$ cat src/pbs_pkg.sv
/*
 pbs_pkg: constants and carrier types for the pushbutton power sequencer.
 Assumes a single 50 MHz core clock; all durations are derived from it.
*/
`default_nettype none
package pbs_pkg;
    localparam int CLK_HZ          = 50_000_000;
    localparam int DEBOUNCE_MS     = 32;
    localparam int BLANK_MS        = 512;
    localparam int SHUTDOWN_MS     = 1024;
    localparam int LOCKOUT_MS      = 256;
    localparam int KILL_FILTER_US  = 1;
    localparam int CYC_PER_MS      = CLK_HZ / 1000;
    localparam int CYC_PER_US      = CLK_HZ / 1_000_000;
    // kill filter is far below the 30 us recognise/release bounds
    localparam int KILL_FILTER_CYC = KILL_FILTER_US * CYC_PER_US;
    localparam int EXT_W           = 16;
    localparam int MS_W            = 24;
    localparam int MS_CNT_W        = 17;
    localparam int KF_W            = 8;

    // main sequencer states
    typedef enum logic [2:0] {
        PBS_IDLE,
        PBS_ON_DEB,
        PBS_BLANK,
        PBS_REL_DEB,
        PBS_RUN,
        PBS_OFF_DEB,
        PBS_SHUTDOWN,
        PBS_LOCKOUT
    } pbs_state_type;

    // extension settings, in whole milliseconds
    typedef struct packed {
        logic [EXT_W-1:0] turn_on_extend;
        logic [EXT_W-1:0] turn_off_extend;
    } pbs_cfg_type;

    // open-drain enable pin: drive value plus enable
    typedef struct packed {
        logic en_out;
        logic en_oe;
    } pbs_pin_type;
endpackage : pbs_pkg
`default_nettype wire

$ cat src/pbs_sequencer.sv
/*
 pbs_sequencer: pushbutton on/off power sequencer with microprocessor handshake.
 Assumes button_n and kill_n may be asynchronous; each passes a two-flop synchronizer; the board resolves the
 enable pin from en_pin.en_oe and its pull-up when ACTIVE_LOW_EN makes it open-drain, else from en_pin.en_out.
*/
`default_nettype none
module pbs_sequencer #(
    parameter bit        ACTIVE_LOW_EN = 1'b0,
    parameter int        CYC_MS        = pbs_pkg::CYC_PER_MS
) (
    // clock and reset
    input  wire logic                 core_clk,
    input  wire logic                 rst,
    // pushbutton and processor handshake
    input  wire logic                 button_n,
    input  wire logic                 kill_n,
    input  wire pbs_pkg::pbs_cfg_type cfg,
    output logic                      shutdown_req_n,
    // open-drain enable pin
    output pbs_pkg::pbs_pin_type      en_pin
);
    import pbs_pkg::*;

    logic [1:0]          btn_sync;
    logic [1:0]          kill_sync;
    logic                btn_prev;
    logic [MS_W-1:0]     tick_cnt;
    logic                ms_tick;
    logic [KF_W-1:0]     kf_cnt;
    logic                kill_low;
    pbs_state_type       state;
    logic [MS_CNT_W-1:0] ms_cnt;
    logic                power_on;
    logic                req;
    logic                next_btn_prev;
    logic [MS_W-1:0]     next_tick_cnt;
    logic                next_ms_tick;
    logic [KF_W-1:0]     next_kf_cnt;
    logic                next_kill_low;
    pbs_state_type       next_state;
    logic [MS_CNT_W-1:0] next_ms_cnt;
    logic                next_power_on;
    logic                next_req;
    logic                btn;
    logic [MS_CNT_W-1:0] on_target;
    logic [MS_CNT_W-1:0] off_target;

    // second sync stage only; first stage feeds nothing else
    assign btn = btn_sync[1];
    assign on_target  = MS_CNT_W'(DEBOUNCE_MS) + MS_CNT_W'(cfg.turn_on_extend);
    assign off_target = MS_CNT_W'(DEBOUNCE_MS) + MS_CNT_W'(cfg.turn_off_extend);

    // millisecond enable and short kill filter
    always_comb begin
        next_btn_prev = btn;
        next_ms_tick  = 1'b0;
        next_tick_cnt = tick_cnt + MS_W'(1);
        if (tick_cnt == MS_W'(CYC_MS - 1)) begin
            next_tick_cnt = '0;
            next_ms_tick  = 1'b1;
        end
        // kill needs a short steady low so glitches do not cut power
        next_kf_cnt   = '0;
        next_kill_low = 1'b0;
        if (!kill_sync[1]) begin
            next_kf_cnt   = kf_cnt;
            next_kill_low = kill_low;
            if (kf_cnt == KF_W'(KILL_FILTER_CYC)) begin
                next_kill_low = 1'b1;
            end else begin
                next_kf_cnt = kf_cnt + KF_W'(1);
            end
        end
    end

    // sequencer next state
    always_comb begin
        next_state    = state;
        next_ms_cnt   = ms_cnt;
        next_power_on = power_on;
        next_req      = req;
        if (ms_tick && ms_cnt != '1) begin
            next_ms_cnt = ms_cnt + MS_CNT_W'(1);
        end
        case (state)
            PBS_IDLE: begin
                next_ms_cnt = '0;
                if (btn_prev && !btn) begin
                    next_state = PBS_ON_DEB;
                end
            end
            PBS_ON_DEB: begin
                if (btn) begin
                    next_state = PBS_IDLE;
                end else if (ms_cnt >= on_target) begin
                    next_state    = PBS_BLANK;
                    next_power_on = 1'b1;
                    next_ms_cnt   = '0;
                end
            end
            PBS_BLANK: begin
                // inputs ignored until blanking expires
                if (ms_cnt >= MS_CNT_W'(BLANK_MS)) begin
                    next_ms_cnt = '0;
                    if (kill_low) begin
                        next_state    = PBS_LOCKOUT;
                        next_power_on = 1'b0;
                    end else begin
                        next_state = PBS_REL_DEB;
                    end
                end
            end
            PBS_REL_DEB: begin
                if (kill_low) begin
                    next_state    = PBS_LOCKOUT;
                    next_power_on = 1'b0;
                    next_ms_cnt   = '0;
                end else if (!btn) begin
                    next_ms_cnt = '0;
                end else if (ms_cnt >= MS_CNT_W'(DEBOUNCE_MS)) begin
                    next_state = PBS_RUN;
                end
            end
            PBS_RUN: begin
                next_ms_cnt = '0;
                if (kill_low) begin
                    next_state    = PBS_LOCKOUT;
                    next_power_on = 1'b0;
                end else if (!btn) begin
                    next_state = PBS_OFF_DEB;
                end
            end
            PBS_OFF_DEB: begin
                if (kill_low) begin
                    next_state    = PBS_LOCKOUT;
                    next_power_on = 1'b0;
                    next_ms_cnt   = '0;
                end else if (btn) begin
                    next_state = PBS_RUN;
                end else if (ms_cnt >= off_target) begin
                    next_state  = PBS_SHUTDOWN;
                    next_req    = 1'b1;
                    next_ms_cnt = '0;
                end
            end
            PBS_SHUTDOWN: begin
                if (kill_low || ms_cnt >= MS_CNT_W'(SHUTDOWN_MS)) begin
                    next_state    = PBS_LOCKOUT;
                    next_power_on = 1'b0;
                    next_req      = 1'b0;
                    next_ms_cnt   = '0;
                end
            end
            PBS_LOCKOUT: begin
                // button ignored; then wait for a released button
                if (ms_cnt >= MS_CNT_W'(LOCKOUT_MS + DEBOUNCE_MS)) begin
                    next_state = PBS_IDLE;
                end else if (ms_cnt >= MS_CNT_W'(LOCKOUT_MS) && !btn) begin
                    next_ms_cnt = MS_CNT_W'(LOCKOUT_MS);
                end
            end
            default: begin
                next_state    = PBS_IDLE;
                next_power_on = 1'b0;
                next_req      = 1'b0;
            end
        endcase
    end

    // registers; outputs come straight from flops
    always_ff @(posedge core_clk) begin
        if (rst) begin
            btn_sync       <= 2'h3;
            kill_sync      <= 2'h3;
            btn_prev       <= 1'b1;
            tick_cnt       <= '0;
            ms_tick        <= 1'b0;
            kf_cnt         <= '0;
            kill_low       <= 1'b0;
            state          <= PBS_IDLE;
            ms_cnt         <= '0;
            power_on       <= 1'b0;
            req            <= 1'b0;
            shutdown_req_n <= 1'b1;
            en_pin         <= {1'b0, !ACTIVE_LOW_EN};
        end else begin
            btn_sync       <= {btn_sync[0], button_n};
            kill_sync      <= {kill_sync[0], kill_n};
            btn_prev       <= next_btn_prev;
            tick_cnt       <= next_tick_cnt;
            ms_tick        <= next_ms_tick;
            kf_cnt         <= next_kf_cnt;
            kill_low       <= next_kill_low;
            state          <= next_state;
            ms_cnt         <= next_ms_cnt;
            power_on       <= next_power_on;
            req            <= next_req;
            shutdown_req_n <= !next_req;
            // variant 1 drives high/low; variant 2 sinks on, floats off
            en_pin.en_out  <= ACTIVE_LOW_EN ? 1'b0 : next_power_on;
            en_pin.en_oe   <= ACTIVE_LOW_EN ? next_power_on : 1'b1;
        end
    end
endmodule : pbs_sequencer
`default_nettype wire

$ cat config.mk
export PLATFORM = sky130hd
export DESIGN_NAME = pbs_sequencer
export DESIGN_NICKNAME = d
export VERILOG_FILES = /design/src/pbs_pkg.sv /design/src/pbs_sequencer.sv
export SDC_FILE = /design/constraint.sdc
export NUM_CORES = 1
export LEC_CHECK = 0
export ABC_AREA = 1
export BUFFER_PORTS_ARGS = -buffer_cell sky130_fd_sc_hd__buf_2
export CAP_MARGIN = 20
export CORE_ASPECT_RATIO = 0.5
export CORE_MARGIN = 4
export CORE_UTILIZATION = 30
export CTS_CLUSTER_DIAMETER = 150
export DETAILED_ROUTE_END_ITERATION = 8
export GPL_ROUTABILITY_DRIVEN = 0
export PLACE_DENSITY = 0.55
export SKIP_CTS_REPAIR_TIMING = 1
export SYNTH_ARGS = -nofsm -noshare
export SYNTH_HDL_FRONTEND = slang
export SYNTH_SLANG_ARGS = --single-unit
$ cat constraint.sdc
create_clock -name core_clk -period 4.1 [get_ports core_clk]
set_input_delay 0.615 -clock core_clk [delete_from_list [all_inputs] [get_ports core_clk]]
set_output_delay 0.615 -clock core_clk [all_outputs]
set_load 0.02 [all_outputs]
; After elaboration in Yosys (flattened, before gate mapping)
; Cells that the tools add are included.
; Widths: inputs -> output; s select.
[totals]
regBits = 63
in_bits = 36
out_inout_bits = 3
wordCells = 97
[op_classes]
n_addsub = 5
n_lt_le_gt_ge = 7
eq_ne = 19
mux = 41
n_reduce_logical = 12
[ops]
columns = operator, count
row1 = $mux 17, 12
row2 = $pmux 17 s7, 1
row3 = $mux 3, 15
row4 = $add 6x16->17 const A, 2
row5 = $ge 17x17->1, 2
row6 = $ge 17x9->1 const B, 2
row7 = $add 24x1->24 const B, 1
row8 = $eq 24x16->1 const B, 1
row9 = $pmux 3 s8, 1
row10 = $add 17x1->17 const B, 1
row11 = $ge 17x10->1 const B, 1
row12 = $ge 17x11->1 const B, 1
row13 = $ge 17x6->1 const B, 1
row14 = $ne 17x17->1 const B, 1
row15 = $eq 3x3->1 const B, 4
row16 = $ne 3x3->1 const B, 4
row17 = $mux 1, 10
row18 = $reduce_and 9->1, 1
row19 = $add 8x1->8 const B, 1
row20 = $eq 8x6->1 const B, 1
row21 = $ne 2x2->1 const B, 4
row22 = $eq 3x2->1 const B, 2
row23 = $reduce_or 2->1, 3
row24 = $ne 4x4->1 const B, 1
row25 = other kinds (8), 11

; Depth between registers and ports, before layout
[depth]
word_depth = 7
mapped_depth = 22
ltp_nobuf = 21

; Worst setup path before layout
; OpenSTA, ideal clock, no wires.
[synth_path]
path_kind = input port to flip-flop
start = input cfg[5] (netlist bit)
end = register ms_cnt[12]
setup_ps = 115
arrival_ps = 2976
t_required_ps = 3985
path_slack_ps = 1009
stages = 22
n_path_buf = 2
cell_sequence = ha_1 -> nand2_1 -> nor2_1 -> nand3_1 -> nor2_1 -> nand2_1 -> nor3_1 -> xor2_1 -> inv_1 -> ha_1 -> nand2_2 -> nor2_4 -> nand2_1 -> nor2_1 -> nand2_1 -> nand4_1 -> nand2_1 -> nand2_1 -> and3_1 -> buf_6 -> buf_8 -> nor2_4
[synth_between]
elab_chain_cells = 6
[synth_lines]
columns = item, line_no
row1 = "start, declared", pbs_sequencer.sv:17  ; input wire pbs_pkg::pbs_cfg_type cfg,
row2 = $add 6x16->17, pbs_sequencer.sv:51  ; assign off_target = MS_CNT_W'(DEBOUNCE_MS) + MS_CNT_W'(cfg.turn_off_extend);
row3 = $ge 17x17->1, pbs_sequencer.sv:140  ; end else if (ms_cnt >= off_target) begin
row4 = $mux 17, pbs_sequencer.sv:140
row5 = $mux 17, pbs_sequencer.sv:138  ; end else if (btn) begin
row6 = $mux 17, pbs_sequencer.sv:134  ; if (kill_low) begin
row7 = $pmux 17 s7, pbs_sequencer.sv:85  ; case (state)
row8 = "end signal, assigned", pbs_sequencer.sv:195  ; ms_cnt <= next_ms_cnt;
row9 = "end, declared", pbs_sequencer.sv:32  ; logic [MS_CNT_W-1:0] ms_cnt;
; Every way passes these cells.
; A chain may end at the register's enable or synchronous reset.

; Worst setup path in the final report
[layout_path]
start = input cfg[5] (netlist bit)
end = register ms_cnt[1]
; The elaborated chain is that of the path after synthesis.

==> results.txt <==
The count of pins over their slew limit is 0. The class of the tightest hold or removal check is register to register. In this run, synthesis inferred 0 flip-flops with an integrated enable. The wire length of the first global-routing pass is 19190 um. The number of global-route vias before repair came to 3989. The TritonCTS sink count is 62. The total I/O pin count came out at 39. The number of cells produced by synthesis came out at just under 700. The worst-case IR drop observed on VDD is between 0.2 and 0.25 mV. The post-synthesis to final-layout area growth came out at 14.01%.

The library cell appearing most often on the critical path is nand2_1. Among all stages on the critical path, the largest delay is contributed by buf_4. The top cell type by total area after synthesis is dfxtp_1.

Measured along the y axis, the die boundary spans ~97 um. Walking the worst path, the cells encountered are buf_2 > ha_1 > nand2_1 > nor2_1 > nand3_1 > nor2_1 > nand2_1 > nor3_1 > xor2_1 > inv_1 > ha_1 > nand2_2 > nor2_4 > nand2_1 > nor2_1 > nand2_1 > nand4_1 > nand2_1 > nand2_1 > and3_1 > buf_4 > nor2_1. The reg-to-reg critical path startpoint is ms_cnt[6]$_SDFF_PP0_. The average cell area after synthesis is approximately 6.8 sq um. Dividing the final minimum period by the clock period gives approximately 78%. The global routing stage identified its most utilized layer as met2. The startpoint kind of the worst setup timing path is an input port. The average via count per standard cell came out at 4.675. The most repeated cell in the gate-level netlist after synthesis is nand2_1. The proportion of synthesized flip-flops having asynchronous set or reset came out at 0%. The actual slew at the worst max-slew pin is around 0.84 ns. The total leakage power came out at ~2.3 nW. Sorting the synthesized cells by area gives the leading types as dfxtp_1 26%, ha_1 12%, nand2_1 12%. The starting utilization of the core area came out at between 30% and 40%. The total track usage came out at 12.99%. Setup violations remaining at the end of the flow were counted as 0. The count of synthesis-stage warnings from yosys came out at 0. The maximum clock skew at final layout came out at roughly 0.0050 ns. Measured in cells, the most critical reg-to-reg path has a length of 17. The headroom to the max-slew limit is a little over two fifths. The sequential share of the synthesized area is 26.31%.

In the synthesized netlist the dominant register cell turns out to be dfxtp_1. The worst endpoint required time came out at 4.30 ns. The routed wirelength normalized by instance count came out at about 12 um. The layout cell share with drive strength beyond 1 is between 10% and 20%.

The largest net degree at the start of global routing is 25. The launch point of the worst path is cfg[5]. Row generation in the floorplan step produced 32 rows. The net count of the finished layout is ~810. The clock edge transition at the registers on the reported setup and hold paths is about 0.05 ns. Once detail routing completed, the nets flagged for antenna violations numbered 0. Among cell families on the critical path, the largest total delay comes from simple AND/OR/NAND/NOR gates. The count of cells in the finished layout, fillers not included, comes to 941. The instance count along the most critical hold path is 1. The clock period minus worst slack came out at 3.198 ns. The number of hold violations in the final report is 0.

Setup repair after global routing left no endpoint under its margin. The end point of the worst hold path is kill_sync[1]$_SDFF_PP1_. The number of inserted diodes is 0.

The cell total after placement is around 900. The flow ran to the end, and the final reports show no timing, DRC or antenna violations. The post-route worst hold slack is a little over 0.4 ns. The synthesized net count is between 700 and 800.

The largest buffer count on any clock path is 2. At the later pin of the worst-skew pair, clock insertion delay measures between 0.3 and 0.4 ns. The maximum operating frequency is 0.3127 GHz.

The power per standard cell area is between 300 and 400 mW/mm^2. The CTS H-tree depth is 3. The floorplan die width came out at between 150 and 200 um. Counting flops and latches in the post-synthesis netlist gives just over 60.

Counting distinct cell types in the post-synthesis netlist gives 48. TritonCTS built the clock tree. The worst setup path is of the input port to register kind.

Counting the buffers created by CTS gives 9. The sum of net half-perimeters after detailed placement is 8828 um. The initial antenna violation count came to 1. The number of buffers and inverters on the critical path came out at 3. The met1 layer usage reported by global route is a little under a fifth. The synthesized cell area came out at approximately 0.0047 sq mm.

The worst path arrival time is about 3.4 ns. Setup total negative slack on the finished layout was measured at 0 ns. Of all nets on the critical path, the largest fanout is 16. In the global route stage, met3 resource usage came out at ~2.7%.

In the synthesized netlist, the cells that appear most often are 150 x nand2_1, 87 x nor2_1, 84 x inv_1, 62 x dfxtp_1, 45 x ha_1. CTS placed an instance of clkbuf_16 at the clock tree root. The detailed router finished its first iteration with 197 violations. The iteration count of the initial detailed-routing pass came out at 4. The detailed-route DRC error count came out at 0.

The startpoint of the tightest hold check path is kill_sync[0]$_SDFF_PP1_. The detailed-route wire length is 11350 um. Setup slack on the worst reg-to-reg path comes out at between 1 and 1.5 ns. The total via count after detailed routing is 4399.

The global-route congestion overflow total is 0. In the global route stage, met2 resource usage came out at about 20%. The core region is around 0.015 sq mm. The count of input and output buffers is 37. STA classifies the critical path endpoint as a register. The endpoint of the most critical register-to-register path is ms_cnt[8]$_SDFF_PP0_.

The post-layout utilization of the core came out at 34.89%. The highest cell delay on the worst timing path is ~0.33 ns. The total of max-cap violations came out at 0.

The number of gates on the worst path with buffers counted is 22. The fraction of synthesized cell area taken by the top area cell type came out at roughly a quarter. The die covers approximately 0.018 sq mm.
worst max-delay path by stage:
stage / slack [ns] / endpoint
final: 0.90 / ms_cnt[1]$_SDFF_PP0_
after global routing: 0.50 / ms_cnt[1]$_SDFF_PP0_
after CTS: 0.89 / ms_cnt[1]$_SDFF_PP0_
after detailed placement: 0.55 / ms_cnt[1]$_SDFF_PP0_
after global placement: 0.62 / ms_cnt[16]$_SDFF_PP0_
after floorplan: 1.01 / ms_cnt[12]$_SDFF_PP0_
cell type report:
class	count	area [sq um]
repair buffers	38	192.7
inverters	96	362.8
clock inverters	4	47.55
flip-flops and latches	62	1241
well taps	204	255.2
clock buffers	11	242.7
fillers	1678	10040
multi-input cells	526	3035
placed cells by master, fill, tap and decap left out, types with 17 or more instances in the layout:
cell type  Yosys  routed
nor3_1        31      31
dfxtp_1       62      62
ha_1          45      45
a21oi_1       32      32
nor2_1        87      87
nand4_1       29      29
xor2_1        21      21
o21ai_0       17      17
nand2_1      150     150
buf_2          2      37
inv_1         84      84
nand3_1       39      39
power breakdown:
part	internal, mW	leakage (nW)	total (mW)	switching [mW]
clock network	0.481	0.141	0.735	0.254
logic	0.145	1.69	0.436	0.291
registers	0.620	0.502	0.647	0.0269
total	1.25	2.34	1.82	0.572
kinds of logic after synthesis:
kind of cell	share of synthesized area, %
flops	26.31
compound gates	8.249
simple gates	38.33
xor+xnor	5.756
buf+inv	9.337
other cells	0.07950
fa+ha+maj	11.94
worst register-to-register path, cell delays in order, from the launching register on:
cell and delay [ns]:
dfxtp_1 0.51, nand2_1 0.12, inv_1 0.07, nand3_1 0.11
nor3_1 0.32, and3_1 0.22, ha_1 0.15, inv_2 0.04
nand2_1 0.16, inv_1 0.13, nand3_1 0.12, nor2_2 0.09
nand2_1 0.12, nor2_1 0.06, xor2_1 0.15, nor2_1 0.09
nand2_1 0.05, a21oi_1 0.13
per-layer routing:
metal,vias up,routed length (um)
met2,64,5098
met5,-,13
met1,1975,5723
met4,2,51
met3,6,461
li1,2352,-
registers in the layout (all words and copies together) (netlist names), named ones only:
| register | flops |
|---|---|
| tick_cnt | 24 |
| ms_cnt | 17 |
| kf_cnt | 8 |
| state | 3 |
| btn_sync | 2 |
| kill_sync | 2 |
| btn_prev | 1 |
| kill_low | 1 |
| ms_tick | 1 |
| power_on | 1 |
| shutdown_req_n | 1 |
metrics by stage:
step	setup slack, ns	cell area, sq um	total power [mW]
2_1_floorplan	1.009	4717	1.029
3_3_place_gp	0.6178	5087	1.096
3_5_place_dp	0.5453	5087	1.096
4_1_cts	0.8926	5378	1.851
5_1_grt	0.5008	5378	1.934
6_report	0.9024	5378	1.818
Power figures use the tool's default switching activity.
